$ cat src/shared/bmx_params.svh
`ifndef BMX_PARAMS_SVH
`define BMX_PARAMS_SVH
// ************************************************************
// opcodes, accumulator address, reset pc and lengths
// ************************************************************
`define BMX_OP_INC_A      8'h04
`define BMX_OP_INC_DIR    8'h05
`define BMX_OP_INC_IND    7'h03
`define BMX_OP_INC_RN     5'h01
`define BMX_OP_BR_CSET    8'h40
`define BMX_OP_BR_CCLR    8'h50
`define BMX_OP_BR_ANZ     8'h70
`define BMX_OP_BR_AZ      8'h60
`define BMX_OP_BR_BCLR    8'h30
`define BMX_OP_LJUMP      8'h02
`define BMX_OP_MV_A_RN    5'h1D
`define BMX_OP_MV_A_DIR   8'hE5
`define BMX_OP_MV_A_IND   7'h73
`define BMX_OP_MV_A_IMM   8'h74
`define BMX_OP_MV_RN_A    5'h1F
`define BMX_OP_MV_RN_DIR  5'h15
`define BMX_OP_MV_RN_IMM  5'h0F
`define BMX_OP_MV_DIR_A   8'hF5
`define BMX_OP_MV_DIR_RN  5'h11
`define BMX_OP_MV_DIR_DIR 8'h85
`define BMX_OP_MV_DIR_IND 7'h43
`define BMX_OP_MV_DIR_IMM 8'h75
`define BMX_OP_MV_IND_A   7'h7B
`define BMX_OP_MV_IND_DIR 7'h53
`define BMX_OP_MV_IND_IMM 7'h3B
`define BMX_ACC_ADDR      8'hE0
`define BMX_PC_RESET      16'h0000
`define BMX_LEN_2         16'h0002
`define BMX_LEN_3         16'h0003
`endif

$ cat src/shared/bmx_pkg.sv
package bmx_pkg;
    typedef enum logic [1:0] {
        BMX_FETCH,
        BMX_OPND,
        BMX_EXEC
    } bmx_phase_type;
endpackage

$ cat src/core/bmx_core.sv
`timescale 1ns/1ps
`include "bmx_params.svh"
// Overview of operation
// RL1 - increment adds one to the byte, wrapping ff to 00, with no flag change.
// RL2 - branch_on_carry_set is two bytes, two cycles, taken only when carry is one; the core takes three clocks (fetch, operand, execute).
// RL3 - branch_on_carry_set adds the signed second byte to pc plus two, no flag change.
// RL4 - branch_on_bit_clear is three bytes and branches by the third byte when the bit is zero, bit untouched.
// RL5 - branch_on_carry_clear branches by the second byte from pc plus two when carry is zero.
// RL6 - branch_on_acc_nonzero branches from pc plus two when any accumulator bit is one.
// RL7 - branch_on_acc_zero branches from pc plus two when the accumulator is zero, leaving it unchanged.
// RL8 - long_absolute_branch loads pc high from byte two and low from byte three.
// RL9 - byte_copy_op copies source to destination, altering nothing else, over fifteen mode pairs.
// RL10 - direct to direct copy takes source from byte two and destination from byte three.
// RL11 - software must not copy a direct location at the accumulator address into the accumulator.
// RL12 - displacements are signed bytes added to the advanced pc in 16-bit arithmetic.
module bmx_core (
    input  wire logic        clk,
    input  wire logic        rst_b,
    input  wire logic [7:0]  code_data,
    input  wire logic        carry_in,
    input  wire logic [7:0]  data_rd,
    input  wire logic        bit_rd,
    input  wire logic [1:0]  bank_sel,
    output logic      [15:0] code_addr,
    output logic      [7:0]  data_raddr,
    output logic      [7:0]  data_waddr,
    output logic      [7:0]  data_wdata,
    output logic             data_we,
    output logic      [7:0]  primary_operand_reg,
    output logic             instr_done
);
    // ************************************************************
    // state
    // ************************************************************
    typedef struct packed {
        bmx_pkg::bmx_phase_type phase;
        logic [15:0] pc;
        logic [7:0]  op;
        logic [7:0]  b2;
        logic [1:0]  cnt;
        logic [7:0]  acc;
        logic [15:0] caddr;
        logic [7:0]  raddr;
        logic [7:0]  waddr;
        logic [7:0]  wdata;
        logic        we;
        logic        done;
        logic        deref;
    } bmx_state_type;

    bmx_state_type s_q;
    bmx_state_type s_d;

    logic [7:0]  rn_addr;
    logic [1:0]  len;
    logic [15:0] rel_tgt;
    logic [15:0] next_pc;
    logic        take;
    logic        ind_op;
    logic        two_rd;

    // ************************************************************
    // decode
    // ************************************************************
    always_comb begin
        rn_addr = {3'h0, bank_sel, s_q.op[2:0]};
        len     = 2'h1;
        ind_op  = s_q.op[7:1] == `BMX_OP_INC_IND || s_q.op[7:1] == `BMX_OP_MV_A_IND
            || s_q.op[7:1] == `BMX_OP_MV_DIR_IND || s_q.op[7:1] == `BMX_OP_MV_IND_A
            || s_q.op[7:1] == `BMX_OP_MV_IND_DIR || s_q.op[7:1] == `BMX_OP_MV_IND_IMM;
        two_rd  = s_q.op[7:1] == `BMX_OP_INC_IND || s_q.op[7:1] == `BMX_OP_MV_A_IND
            || s_q.op[7:1] == `BMX_OP_MV_DIR_IND || s_q.op[7:1] == `BMX_OP_MV_IND_DIR;
        if (s_q.op == `BMX_OP_BR_BCLR || s_q.op == `BMX_OP_LJUMP || s_q.op == `BMX_OP_MV_DIR_DIR
            || s_q.op == `BMX_OP_MV_DIR_IMM) begin
            len = 2'h3;
        end else if (s_q.op == `BMX_OP_INC_DIR || s_q.op == `BMX_OP_BR_CSET || s_q.op == `BMX_OP_BR_CCLR
            || s_q.op == `BMX_OP_BR_ANZ || s_q.op == `BMX_OP_BR_AZ || s_q.op == `BMX_OP_MV_A_DIR
            || s_q.op == `BMX_OP_MV_A_IMM || s_q.op[7:3] == `BMX_OP_MV_RN_DIR
            || s_q.op[7:3] == `BMX_OP_MV_RN_IMM || s_q.op == `BMX_OP_MV_DIR_A
            || s_q.op[7:3] == `BMX_OP_MV_DIR_RN || s_q.op[7:1] == `BMX_OP_MV_DIR_IND
            || s_q.op[7:1] == `BMX_OP_MV_IND_DIR || s_q.op[7:1] == `BMX_OP_MV_IND_IMM) begin
            len = 2'h2;
        end
    end

    // ************************************************************
    // next state
    // ************************************************************
    always_comb begin
        s_d      = s_q;
        s_d.we   = 1'b0;
        s_d.done = 1'b0;
        take     = 1'b0;
        next_pc  = s_q.pc + (len == 2'h3 ? `BMX_LEN_3 : (len == 2'h2 ? `BMX_LEN_2 : 16'h0001));
        rel_tgt  = next_pc + {{8{code_data[7]}}, code_data}; // RL12
        unique case (s_q.phase)
            bmx_pkg::BMX_FETCH: begin
                s_d.op    = code_data;
                s_d.cnt   = 2'h1;
                s_d.caddr = s_q.pc + 16'h0001;
                s_d.phase = bmx_pkg::BMX_OPND;
            end
            bmx_pkg::BMX_OPND: begin
                // register or pointer register read, first operand cycle only
                if (s_q.cnt == 2'h1 && !s_q.deref) begin
                    s_d.raddr = rn_addr;
                    if (ind_op) begin
                        s_d.raddr = {3'h0, bank_sel, 2'h0, s_q.op[0]};
                    end
                end
                if (s_q.cnt < len) begin
                    if (s_q.cnt == 2'h1) begin
                        s_d.b2 = code_data;
                        if (s_q.op == `BMX_OP_INC_DIR || s_q.op == `BMX_OP_MV_A_DIR
                            || s_q.op[7:3] == `BMX_OP_MV_RN_DIR || s_q.op == `BMX_OP_MV_DIR_DIR
                            || s_q.op == `BMX_OP_BR_BCLR) begin
                            s_d.raddr = code_data; // RL10
                        end
                    end
                    s_d.cnt   = s_q.cnt + 2'h1;
                    // code_data holds the last operand byte during execute
                    if (s_q.cnt + 2'h1 < len) begin
                        s_d.caddr = s_q.caddr + 16'h0001;
                    end
                end
                if (s_q.cnt + 2'h1 >= len || s_q.cnt == len) begin
                    if (two_rd && !s_q.deref) begin
                        // wait one cycle for the pointer register
                        s_d.deref = 1'b1;
                    end else begin
                        s_d.deref = 1'b0;
                        s_d.phase = bmx_pkg::BMX_EXEC;
                        if (two_rd) begin
                            // pointer now on data_rd
                            s_d.waddr = data_rd;
                            s_d.raddr = s_q.op[7:1] == `BMX_OP_MV_IND_DIR ? s_q.b2 : data_rd; // RL9
                        end
                    end
                end
            end
            bmx_pkg::BMX_EXEC: begin
                s_d.pc    = next_pc;
                s_d.done  = 1'b1;
                s_d.phase = bmx_pkg::BMX_FETCH;
                s_d.waddr = s_q.raddr;
                if (s_q.op == `BMX_OP_INC_A) begin
                    s_d.acc = s_q.acc + 8'h01; // RL1
                end else if (s_q.op == `BMX_OP_INC_DIR || s_q.op[7:3] == `BMX_OP_INC_RN
                    || s_q.op[7:1] == `BMX_OP_INC_IND) begin
                    s_d.wdata = data_rd + 8'h01; // RL1
                    s_d.we    = 1'b1;
                end else if (s_q.op == `BMX_OP_BR_CSET) begin
                    take = carry_in; // RL2 RL3
                end else if (s_q.op == `BMX_OP_BR_CCLR) begin
                    take = ~carry_in; // RL5
                end else if (s_q.op == `BMX_OP_BR_ANZ) begin
                    take = |s_q.acc; // RL6
                end else if (s_q.op == `BMX_OP_BR_AZ) begin
                    take = ~|s_q.acc; // RL7
                end else if (s_q.op == `BMX_OP_BR_BCLR) begin
                    take = ~bit_rd; // RL4
                end else if (s_q.op == `BMX_OP_LJUMP) begin
                    s_d.pc = {s_q.b2, code_data}; // RL8
                end else if (s_q.op[7:3] == `BMX_OP_MV_A_RN || s_q.op == `BMX_OP_MV_A_DIR
                    || s_q.op[7:1] == `BMX_OP_MV_A_IND) begin
                    s_d.acc = data_rd; // RL9 RL11
                end else if (s_q.op == `BMX_OP_MV_A_IMM) begin
                    s_d.acc = s_q.b2; // RL9
                end else if (s_q.op[7:3] == `BMX_OP_MV_RN_A || s_q.op[7:1] == `BMX_OP_MV_IND_A) begin
                    s_d.wdata = s_q.acc; // RL9
                    s_d.we    = 1'b1;
                    s_d.waddr = s_q.op[7:3] == `BMX_OP_MV_RN_A ? rn_addr : data_rd;
                end else if (s_q.op[7:3] == `BMX_OP_MV_RN_DIR || s_q.op[7:3] == `BMX_OP_MV_RN_IMM) begin
                    s_d.wdata = s_q.op[7:3] == `BMX_OP_MV_RN_IMM ? s_q.b2 : data_rd; // RL9
                    s_d.we    = 1'b1;
                    s_d.waddr = rn_addr;
                end else if (s_q.op == `BMX_OP_MV_DIR_A || s_q.op == `BMX_OP_MV_DIR_IMM) begin
                    s_d.wdata = s_q.op == `BMX_OP_MV_DIR_A ? s_q.acc : code_data; // RL9
                    s_d.we    = 1'b1;
                    s_d.waddr = s_q.b2;
                end else if (s_q.op[7:3] == `BMX_OP_MV_DIR_RN || s_q.op[7:1] == `BMX_OP_MV_DIR_IND
                    || s_q.op == `BMX_OP_MV_DIR_DIR) begin
                    s_d.wdata = data_rd; // RL9
                    s_d.we    = 1'b1;
                    s_d.waddr = s_q.op == `BMX_OP_MV_DIR_DIR ? code_data : s_q.b2; // RL10
                end else if (s_q.op[7:1] == `BMX_OP_MV_IND_DIR || s_q.op[7:1] == `BMX_OP_MV_IND_IMM) begin
                    s_d.wdata = s_q.op[7:1] == `BMX_OP_MV_IND_IMM ? s_q.b2 : data_rd; // RL9
                    s_d.we    = 1'b1;
                    s_d.waddr = s_q.op[7:1] == `BMX_OP_MV_IND_IMM ? data_rd : s_q.waddr;
                end
                if (take) begin
                    s_d.pc = rel_tgt; // RL12
                end
                s_d.caddr = s_d.pc;
            end
            default: begin
                s_d.phase = bmx_pkg::BMX_FETCH;
            end
        endcase
    end

    // ************************************************************
    // registers
    // ************************************************************
    always_ff @(posedge clk or negedge rst_b) begin
        if (!rst_b) begin
            s_q <= '{phase: bmx_pkg::BMX_FETCH, pc: `BMX_PC_RESET, caddr: `BMX_PC_RESET, default: '0};
        end else begin
            s_q <= s_d;
        end
    end

    assign code_addr           = s_q.caddr;
    assign data_raddr          = s_q.raddr;
    assign data_waddr          = s_q.waddr;
    assign data_wdata          = s_q.wdata;
    assign data_we             = s_q.we;
    assign primary_operand_reg = s_q.acc;
    assign instr_done          = s_q.done;

    // ************************************************************
    // checks
    // ************************************************************
    logic [15:0] pc_seen;
    assign pc_seen = s_q.pc;

    carry_branch_a: assert property (@(posedge clk) disable iff (!rst_b) // RL2
        (s_q.phase == bmx_pkg::BMX_EXEC && s_q.op == `BMX_OP_BR_CSET && !carry_in)
        |=> pc_seen == $past(pc_seen) + 16'h0002)
        else $error("carry set branch taken without carry");
    nocarry_branch_a: assert property (@(posedge clk) disable iff (!rst_b) // RL5
        (s_q.phase == bmx_pkg::BMX_EXEC && s_q.op == `BMX_OP_BR_CCLR && carry_in)
        |=> pc_seen == $past(pc_seen) + 16'h0002)
        else $error("carry clear branch taken with carry");
    rel_target_a: assert property (@(posedge clk) disable iff (!rst_b) // RL3 RL12
        (s_q.phase == bmx_pkg::BMX_EXEC && s_q.op == `BMX_OP_BR_CSET && carry_in)
        |=> pc_seen == $past(pc_seen) + 16'h0002 + {{8{$past(code_data[7])}}, $past(code_data)})
        else $error("relative target wrong");
    bit_branch_a: assert property (@(posedge clk) disable iff (!rst_b) // RL4
        (s_q.phase == bmx_pkg::BMX_EXEC && s_q.op == `BMX_OP_BR_BCLR && bit_rd)
        |=> pc_seen == $past(pc_seen) + 16'h0003)
        else $error("bit clear branch wrong");
    acc_nz_a: assert property (@(posedge clk) disable iff (!rst_b) // RL6
        (s_q.phase == bmx_pkg::BMX_EXEC && s_q.op == `BMX_OP_BR_ANZ && s_q.acc == 8'h00)
        |=> pc_seen == $past(pc_seen) + 16'h0002)
        else $error("nonzero branch taken on zero");
    acc_z_a: assert property (@(posedge clk) disable iff (!rst_b) // RL7
        (s_q.phase == bmx_pkg::BMX_EXEC && s_q.op == `BMX_OP_BR_AZ)
        |=> $stable(primary_operand_reg) && !data_we)
        else $error("zero branch changed state");
    long_jump_a: assert property (@(posedge clk) disable iff (!rst_b) // RL8
        (s_q.phase == bmx_pkg::BMX_EXEC && s_q.op == `BMX_OP_LJUMP)
        |=> code_addr == {$past(s_q.b2), $past(code_data)} ##1 instr_done == 1'b0)
        else $error("long jump target wrong");
    inc_wrap_a: assert property (@(posedge clk) disable iff (!rst_b) // RL1
        (s_q.phase == bmx_pkg::BMX_EXEC && s_q.op == `BMX_OP_INC_DIR)
        |=> data_we && data_wdata == $past(data_rd) + 8'h01)
        else $error("increment result wrong");
    dir_copy_a: assert property (@(posedge clk) disable iff (!rst_b) // RL9 RL10
        (s_q.phase == bmx_pkg::BMX_EXEC && s_q.op == `BMX_OP_MV_DIR_DIR)
        |=> data_we && data_waddr == $past(code_data) && data_wdata == $past(data_rd))
        else $error("direct copy wrong");
endmodule // bmx_core

$ cat config.mk
export PLATFORM = sky130hd
export DESIGN_NAME = bmx_core
export DESIGN_NICKNAME = d
export VERILOG_FILES = /design/src/shared/bmx_pkg.sv /design/src/core/bmx_core.sv
export VERILOG_INCLUDE_DIRS = /design/src /design/src/shared
export SDC_FILE = /design/constraint.sdc
export NUM_CORES = 1
export LEC_CHECK = 0
export BUFFER_PORTS_ARGS = -buffer_cell sky130_fd_sc_hd__buf_2
export CAP_MARGIN = 25
export CORE_MARGIN = 2
export CORE_UTILIZATION = 55
export CTS_CLUSTER_SIZE = 12
export DETAILED_ROUTE_END_ITERATION = 12
export GPL_TIMING_DRIVEN = 0
export HOLD_SLACK_MARGIN = 0.02
export PLACE_DENSITY = 0.78
export SLEW_MARGIN = 20
export SYNTH_ARGS = -nofsm -noshare
export SYNTH_HDL_FRONTEND = slang
export SYNTH_SLANG_ARGS = --single-unit
export TNS_END_PERCENT = 5
$ cat constraint.sdc
create_clock -name clk -period 5.45 [get_ports clk]
set_clock_uncertainty 0.2 [all_clocks]
set_input_delay 0.8175 -clock clk [delete_from_list [all_inputs] [get_ports clk]]
set_output_delay 0.8175 -clock clk [all_outputs]
set_load 0.01 [all_outputs]
### Yosys cells after proc, flatten, opt, wreduce, memory -nomap -nowiden

Index checks and enable logic that the tools add are counted.

* flip-flop bits (word level): 87
* input bits: 22
* output and inout port bits: 50
* word-level logic and storage cells: 206

* add/sub/neg operators: 7
* order comparisons: 3
* equal/unequal tests: 52
* muxes and demuxes: 72
* bitwise logic cells: 3
* reductions and logical operators: 56

Operator list (count)
* two-way mux 17 bit: 14
* two-way mux 16 bit: 13
* two-way mux 8 bit: 21
* equality test 8 x 7 -> 1 bit, second input constant: 6
* one-hot mux 16 bit (3 select lines): 1
* inequality test 2 bit, second input constant: 20
* logical OR 1 bit: 37
* adder 16 x 1 -> 16 bit, second input constant: 2
* equality test 7 bit, second input constant: 4
* equality test 8 bit, second input constant: 3
* two-way mux 24 bit: 1
* equality test 5 bit, second input constant: 4
* inequality test 17 bit, second input constant: 1
* adder 16 bit: 1
* adder 16 x 2 -> 16 bit: 1
* adder 8 x 1 -> 8 bit, second input constant: 2
* equality test 8 x 3 -> 1 bit, second input constant: 2
* two-way mux 2 bit: 8
* one-hot mux 8 bit (2 select lines): 1
* AND reduction 11 bit: 1
* two-way mux 1 bit: 9
* two-way mux 9 bit: 1
* AND reduction 9 bit: 1
* equality test 8 x 2 -> 1 bit, second input constant: 1
* other kinds (24): 38

### Logic depth before layout (Yosys ltp)

Gate-level depths: netlist of the first run.

* word-level depth: 30
* mapped depth: 23
* mapped depth without buffers: 21

### Worst setup path after synthesis of the first run

Ideal clock, no wire load.

* kind: register to register
* start: reg s_q[68] in the netlist's numbering
* end: reg s_q, in the netlist code_addr[15]
* setup time: 0.140 ns
* arrival time: 4.801 ns
* required time: 5.110 ns
* path slack: 0.309 ns
* stages on the path, launching flop included: 23
* path buffers: 2
* clock period less this slack: 5.141 ns
* cell sequence: dfrtp_1 buf_2 nand2b_1 nor2_1 and2_1 buf_2 nor2_2 nand4_1 nor3_1 ha_1 inv_1 fa_1 or3_1 xnor2_1 ha_1 and3_1 a221o_1 a2111o_1 nand4_1 a31oi_1 or3_1 nand3_1 o2111ai_1

* longest elaborated chain between the ends: 30
* elaborated cells between the ends (all ways): 70
* classes of those cells: add/sub: 2; order compare: 2; eq/ne: 25; mux: 22; reduce/logical: 19

RTL lines
* from (decl): line bmx_core.sv:51 `bmx_state_type s_q;`
* from (signal assigned): line bmx_core.sv:207 `` s_q <= '{phase: bmx_pkg::BMX_FETCH, pc: `BMX_PC_RESET, caddr: `BMX_PC_RESET, default: '0}; ``
* from (signal assigned): line bmx_core.sv:209 `s_q <= s_d;`
* equality test 8 x 3 -> 1 bit (no line) / equality test 8 x 7 -> 1 bit (equally long branches)
* logical OR 1 bit (no line) (13 in series)
* two-way mux 2 bit: line bmx_core.sv:76 `` end else if (s_q.op == `BMX_OP_INC_DIR || s_q.op == `BMX_OP_BR_CSET || s_q.op == `BMX_OP_BR_CCLR ``
* two-way mux 2 bit: line bmx_core.sv:73 `` if (s_q.op == `BMX_OP_BR_BCLR || s_q.op == `BMX_OP_LJUMP || s_q.op == `BMX_OP_MV_DIR_DIR ``
* equality test 2 bit: line bmx_core.sv:94 `` next_pc = s_q.pc + (len == 2'h3 ? `BMX_LEN_3 : (len == 2'h2 ? `BMX_LEN_2 : 16'h0001)); ``
* two-way mux 2 bit (2 in series): line bmx_core.sv:94
* adder 16 x 2 -> 16 bit: line bmx_core.sv:94
* two-way mux 16 bit: line bmx_core.sv:162 `` end else if (s_q.op == `BMX_OP_LJUMP) begin ``
* two-way mux 16 bit: line bmx_core.sv:160 `` end else if (s_q.op == `BMX_OP_BR_BCLR) begin ``
* two-way mux 16 bit: line bmx_core.sv:158 `` end else if (s_q.op == `BMX_OP_BR_AZ) begin ``
* two-way mux 16 bit: line bmx_core.sv:156 `` end else if (s_q.op == `BMX_OP_BR_ANZ) begin ``
* two-way mux 16 bit: line bmx_core.sv:154 `` end else if (s_q.op == `BMX_OP_BR_CCLR) begin ``
* two-way mux 16 bit: line bmx_core.sv:152 `` end else if (s_q.op == `BMX_OP_BR_CSET) begin ``
* two-way mux 16 bit: line bmx_core.sv:148 `` end else if (s_q.op == `BMX_OP_INC_DIR || s_q.op[7:3] == `BMX_OP_INC_RN ``
* two-way mux 16 bit: line bmx_core.sv:146 `` if (s_q.op == `BMX_OP_INC_A) begin ``
* two-way mux 16 bit: line bmx_core.sv:191 `if (take) begin`
* one-hot mux 16 bit (3 select lines): line bmx_core.sv:96 `unique case (s_q.phase)`

Parallel ways exist; a longest one is shown, timed or not. The select of a mux whose other input is x is not followed.
A chain may end at the register's enable or synchronous reset.

### Worst setup path after layout of the first run

* start: reg s_q, in the netlist rn_addr[2]
* end: reg s_q, in the netlist code_addr[15]

The elaborated chain is that of the path after synthesis.

==> results of run 1 <==
==> through the flow <==
| step | hold WS [ns] | power (uW) | setup slack, ns | cell area, um^2 |
|---|---|---|---|---|
| 5_1_grt | 0.168 | 6040 | -0.0893 | 9030 |
| 2_1_floorplan | 0.251 | 3780 | 0.309 | 7830 |
| 3_3_place_gp | 0.263 | 4640 | -0.506 | 8390 |
| 3_5_place_dp | 0.271 | 4710 | -0.526 | 8430 |
| 4_1_cts | 0.151 | 5410 | 0.0457 | 8810 |
| 6_report | 0.137 | 5620 | 0.144 | 9030 |
==> worst max-delay path: stages, from the launching register on <==
cell,delay [ns]
dfrtp_1,0.40
buf_6,0.16
nor2b_1,0.15
nand3b_1,0.18
nor2_2,0.08
buf_4,0.19
nand2_4,0.11
nand4_1,0.18
nor3_2,0.27
ha_2,0.24
inv_1,0.06
fa_2,0.37
or3_4,0.39
xnor2_4,0.24
ha_4,0.25
and3_4,0.16
a221o_1,0.34
a2111o_1,0.40
nand4_1,0.09
a31oi_1,0.10
or3_1,0.35
nand3_2,0.13
o2111ai_1,0.13
==> metal layers <==
metal,wire length (um),up-vias,track usage
met5,0,-,0
met4,1450,0,0.192
met3,2250,114,0.0692
met2,11800,425,0.547
met1,10000,3712,0.420
li1,-,3621,-
==> timing repair <==
item | in CTS | in global routing
resized for setup | 18 | 32
pin swaps | 3 | 16
setup buffers | 2 | 11
setup endpoints to repair | 12 | 11
hold endpoints to repair | 0 | 0
==> area by class of cell <==
cell class	instances	area, um^2	share of cell area
Clock inverter	5	58.8	0.00651
Tap cell	180	225	0.0249
Buffer	107	668	0.0740
Timing Repair Buffer	81	467	0.0517
Multi-Input combinational cell	713	5040	0.558
Sequential cell	87	2180	0.241
Clock buffer	10	229	0.0254
Inverter	44	165	0.0183
==> cell usage in the layout, fill, tap and decap left out, drive strengths merged, types with 8 or more instances in the layout <==
cell type,n
o21ai,60
buf,157
clkbuf,41
mux2i,33
inv,45
nor4,8
and3,9
a222oi,10
a21oi,63
o22ai,14
nand2,86
or3,8
dfrtp,87
a221oi,16
o221ai,8
a211oi,11
nand4,8
nor3,18
nand3,25
a21o,11
mux2,21
nor2,85
ha,33
o211ai,24
xor2,16
xnor2,45
a31oi,13
==> power breakdown <==
group	switching, uW	internal [uW]	leakage, uW	total, uW
Clock	278	354	0.000135	632
Sequential	418	943	0.00106	1360
Combinational	2010	1620	0.00288	3630
Total	2700	2920	0.00408	5620
==> logic make-up after synthesis <==
kind of cell,after synthesis,share of synthesized area
flops,87,0.278
simple gates,287,0.182
mux,54,0.0724
buf+inv,151,0.103
xor+xnor,61,0.0682
fa+ha+maj,35,0.0578
compound gates,276,0.239
==> how the worst max path moves through the flow <==
stage	start	end	depth (start not counted)
after detailed placement	s_q[66]$_DFFE_PN0P_	pc_seen[13]$_DFFE_PN0P_	20
after global placement	s_q[66]$_DFFE_PN0P_	code_addr[15]$_DFFE_PN0P_	20
final	rn_addr[2]$_DFFE_PN0P_	code_addr[15]$_DFFE_PN0P_	22
after CTS	s_q[68]$_DFFE_PN0P_	code_addr[14]$_DFFE_PN0P_	23
after global routing	rn_addr[2]$_DFFE_PN0P_	code_addr[15]$_DFFE_PN0P_	23
after floorplan	s_q[68]$_DFFE_PN0P_	code_addr[15]$_DFFE_PN0P_	22
==> metrics.cfg, run 1 <==
[status]
status=complete, no violations

[sta]
slew_violations=0
fmax_mhz=188
max-slew-margin-rel=0.452
setup_viol=0
min_period_ns=5.31
worst_pin_slew_ns=0.818
post-route-period-util=0.974
tns_ns=0
hold_violations=0

[cts]
path_clk_slew_ns=0.07
cts_root_buffer=clkbuf_16
cts_tree=built
clock_latency_ns=0.36
htreeDepth=3
cts_inserted_buffers=9
holdBufCountCts=0
clock_path_buffers=2
clock-sinks=87

[layout]
utilization=0.651
drive_gt1_frac=0.225
finalNonFillerCells=1227
nets=1100
n_antenna_cell=0
fill_cells=1237
regMostFlops=s_q
area_delta_synth_final_pct=15.3
largest_reg_flops=18

[logic_synthesis]
ys_ff_latch=87
synth-seq-area-share=0.278
syn_inst=951
yosysUniqueCellTypes=77
synthTopCellsByArea=dfrtp_1, ha_1, buf_4
synth.top_cell.area_share=0.278
synth.net_count=1008
synth_top_area_cell=dfrtp_1
async_reset_ff_frac=1.00
synth_flop_cell=dfrtp_1
synth-edff-count=0
synth_area_um2=7830
avgSynthCellArea_um2=8.23
yosysWarnings=0
synth_common_cells=dfrtp_1, nand2_1, nor2_1
yosysMostFrequentCell=dfrtp_1

[grt]
grt_max_degree=57
antenna_found_initial=0
grt_overflow=0
track_usage=0.339
grt_pass1_wl_um=39200
grt_pass1_vias=7299

[route]
wl_per_cell_um=20.8
drt_iter0_markers=913
final_antenna_net_count=0
avgViaCountPerCell=6.42
totalWireLength_um=25600
drcViolationCount=0
dr_total_vias=7872
dr.pass1.iters=8

[power]
vdd_ir_drop_max_v=0.000330
p_leak_uw=0.00408
power_density_nw_per_um2=622

[setup_path]
rr_startpoint=rn_addr[2]$_DFFE_PN0P_
critPathRequiredTime_ns=5.48
worstSetupPathType=flip-flop to flip-flop
crit_path_max_fanout=10
critPathCaptureType=flip-flop
cp_data_arrival_time_ns=5.33
r2r_slack_ns=0.14
r2r-end=code_addr[15]$_DFFE_PN0P_
cp-start-kind=flip-flop
reg2regPathDepth=22

[place]
dp_hpwl_um=18800
dp.cells=1199
place.gp.congestion=1.00
port_buffers=67

[die]
dieArea_um2=15200
initial_core_util=0.564
core_um2=13900
io_pins=72
die_y_um=123
die_w_um=123
num_rows=43

[hold_path]
hp-class=input pin to async pin

[run]
max_cap_viol_count=0

Note: power is estimated with default switching activity, not from simulation.
==> inputs of run 2 (changes only) <==
--- a/config.mk
+++ b/config.mk
@@ -9,12 +9,13 @@
 export BUFFER_PORTS_ARGS = -buffer_cell sky130_fd_sc_hd__buf_2
 export CAP_MARGIN = 25
 export CORE_MARGIN = 2
-export CORE_UTILIZATION = 55
+export CORE_UTILIZATION = 56
+export CTS_BUF_LIST = sky130_fd_sc_hd__clkbuf_4 sky130_fd_sc_hd__clkbuf_8
 export CTS_CLUSTER_SIZE = 12
 export DETAILED_ROUTE_END_ITERATION = 12
 export GPL_TIMING_DRIVEN = 0
 export HOLD_SLACK_MARGIN = 0.02
-export PLACE_DENSITY = 0.78
+export PLACE_DENSITY = 0.79
 export SLEW_MARGIN = 20
 export SYNTH_ARGS = -nofsm -noshare
 export SYNTH_HDL_FRONTEND = slang
==> run 2 against run 1 <==
Net effect: sequential share of layout area rose by 0.19 points; first-iteration DRC count shrank 2.1%; critical path depth up 1; largest cell class unchanged.
==> metrics.cfg, run 2 (synthesized netlist as in run 1, its figures left out) <==
[place]
pre_cts_ws_ns=-0.559  ; -0.0324 ns
dpl_cell_area_um2=8430  ; unchanged
place.gp.congestion=1.00  ; about the same
dp_hpwl_um=18300  ; -2.6%
port_buffers=67  ; unchanged

[sta]
slew_violations=0  ; unchanged
hold_violations=0  ; unchanged
setup_viol=0  ; unchanged
worst_pin_slew_ns=0.868  ; +0.0509 ns
fin_hold_ws_ns=0.0888  ; -0.0485 ns
final.setup.worst_slack_ns=0.151  ; +0.00645 ns
max-slew-margin-rel=0.418  ; -0.0341
fmax_mhz=189  ; +0.12%
min_period_ns=5.30  ; -0.00645 ns
post-route-period-util=0.972  ; -0.00118

[cts]
cts_inserted_buffers=9  ; unchanged
clock-sinks=87  ; unchanged
cts_tree=built
htreeDepth=3  ; unchanged
clock_path_buffers=2  ; unchanged
clock_latency_ns=0.39  ; +0.03 ns
holdBufCountCts=0  ; unchanged
cts_root_buffer=clkbuf_8
path_clk_slew_ns=0.09  ; +0.02 ns

[setup_path]
cp_data_arrival_time_ns=5.36  ; +0.03 ns
critPathMaxStageDelay_ns=0.42  ; +0.02 ns
critPathCaptureType=flip-flop
critPathRequiredTime_ns=5.51  ; +0.03 ns
cp-start-kind=flip-flop
path_cells=buf_6 -> nor2b_2 -> nand3b_1 -> nor2_2 -> buf_4 -> nand2_4 -> nand4_1 -> nor3_2 -> and4bb_2 -> inv_1 -> ha_4 -> a21oi_4 -> nor3_1 -> xnor2_1 -> ha_1 -> and3_1 -> a221o_1 -> a2111o_1 -> nand4_1 -> a31oi_1 -> or3_1 -> nand3_2 -> o2111ai_1
r2r-end=code_addr[15]$_DFFE_PN0P_
reg2regPathDepth=23  ; +4.5%
r2r_slack_ns=0.15  ; about the same
slowest_stage=dfrtp_1
rr_startpoint=rn_addr[2]$_DFFE_PN0P_
critPathMostFrequentCell=nand4_1
crit_path_start=rn_addr[2]$_DFFE_PN0P_
worstSetupPathType=flip-flop to flip-flop
crit_path_max_fanout=10  ; unchanged
crit_path_end=code_addr[15]$_DFFE_PN0P_

[die]
io_pins=72  ; unchanged
die_y_um=122  ; -0.87%
dieArea_um2=14900  ; -1.7%
die_w_um=122  ; -0.87%
num_rows=43  ; unchanged
initial_core_util=0.569  ; +0.00441
core_um2=13800  ; -0.78%

[route]
drcViolationCount=0  ; unchanged
totalWireLength_um=24700  ; -3.5%
drt_iter0_markers=894  ; -2.1%
avgViaCountPerCell=6.34  ; -1.1%
dr_total_vias=7814  ; -0.74%
wl_per_cell_um=20.0  ; -3.9%
dr.pass1.iters=7  ; -1
final_antenna_net_count=0  ; unchanged

[run]
max_cap_viol_count=0  ; unchanged

[grt]
grt_overflow=0  ; unchanged
track_usage=0.336  ; -0.00310
antenna_found_initial=1  ; +1
grt_pass1_vias=7186  ; -1.5%
grt_max_degree=61  ; +7.0%
grt_pass1_wl_um=38700  ; -1.2%

[layout]
final_cell_mix=dfrtp_1, nand2_1, nor2_1
nets=1103  ; +0.27%
regMostFlops=s_q
design_area_um2=8960  ; -0.79%
utilization=0.651  ; about the same
mostFrequentLayoutCell=dfrtp_1
drive_gt1_frac=0.231  ; +0.00580
largest_reg_flops=18  ; unchanged
area_delta_synth_final_pct=14.4

[hold_path]
hp-class=input pin to async pin

[power]
finalPower_uw=5460  ; -2.9%
p_leak_uw=0.00406  ; -0.31%
power_density_nw_per_um2=609  ; -2.1%
vdd_ir_drop_max_v=0.000282  ; -15%

[status]
status=complete, no violations

run 2: changes by cell type in the layout (fill, tap and decap cells not counted), moves of 2 or more:
cell        delta
clkbuf_8      +10
clkbuf_16      -9
clkbuf_4       +3
buf_6          +2
clkinvlp_4     -2
run 2: critical path: cells and delay by family (launching register included):
| family | cells | cell delay [ns] |
|---|---|---|
| DFF | 1 | 0.42 |
| adders and majority gates | 2 | 0.55 |
| AOI/OAI and AO/OA | 5 | 1.14 |
| buffers and inverters | 3 | 0.42 |
| xor gates and xnor gates | 1 | 0.28 |
| and+or+nand+nor | 12 | 2.17 |
run 2: final cells by class:
cell class	count	area [um^2]
multi-input combinational	713	5040
timing repair buffer	84	489
sequential	87	2180
antenna	1	2.50
tap	180	225
fill	1224	4810
clock inverter	3	18.8
buffer	107	676
clock buffer	13	160
inverter	44	165
run 2: how the worst min path moves through the flow:
stage	slack (ns)	to	cells past startpoint
floorplan	0.25	data_waddr[1]$_DFFE_PN0P_	2
global placement	0.26	data_waddr[1]$_DFFE_PN0P_	2
detailed placement	0.27	data_waddr[6]$_DFFE_PN0P_	2
CTS	0.09	data_wdata[5]$_DFFE_PN0P_	1
global route	0.11	data_we$_DFF_PN0_	1
finish	0.09	data_we$_DFF_PN0_	1
run 2: metrics by stage:
step,instances,TNS [ns]
after floorplan,951,0
after global placement,1198,-3.10
after detailed placement,1199,-3.62
after CTS,1217,0
after global routing,1231,-0.101
final,1232,0
run 2: timing repair:
action	in CTS	in global routing
pin swaps	5	19
setup buffers	2	14
endpoints found under the setup margin	11	11
hold endpoints to repair	0	0
resized for setup	21	34
run 2: per-layer routing:
layer	track usage	up-vias	share of wire
met3	0.0692	91	0.091
met2	0.519	392	0.45
met5	0	-	0
li1	-	3625	-
met4	0.168	0	0.049
met1	0.446	3706	0.41
run 2: power by group:
group / internal [uW] / switching (uW)
clock network: 193 / 254
logic: 1650 / 2010
registers: 941 / 408
total: 2780 / 2670
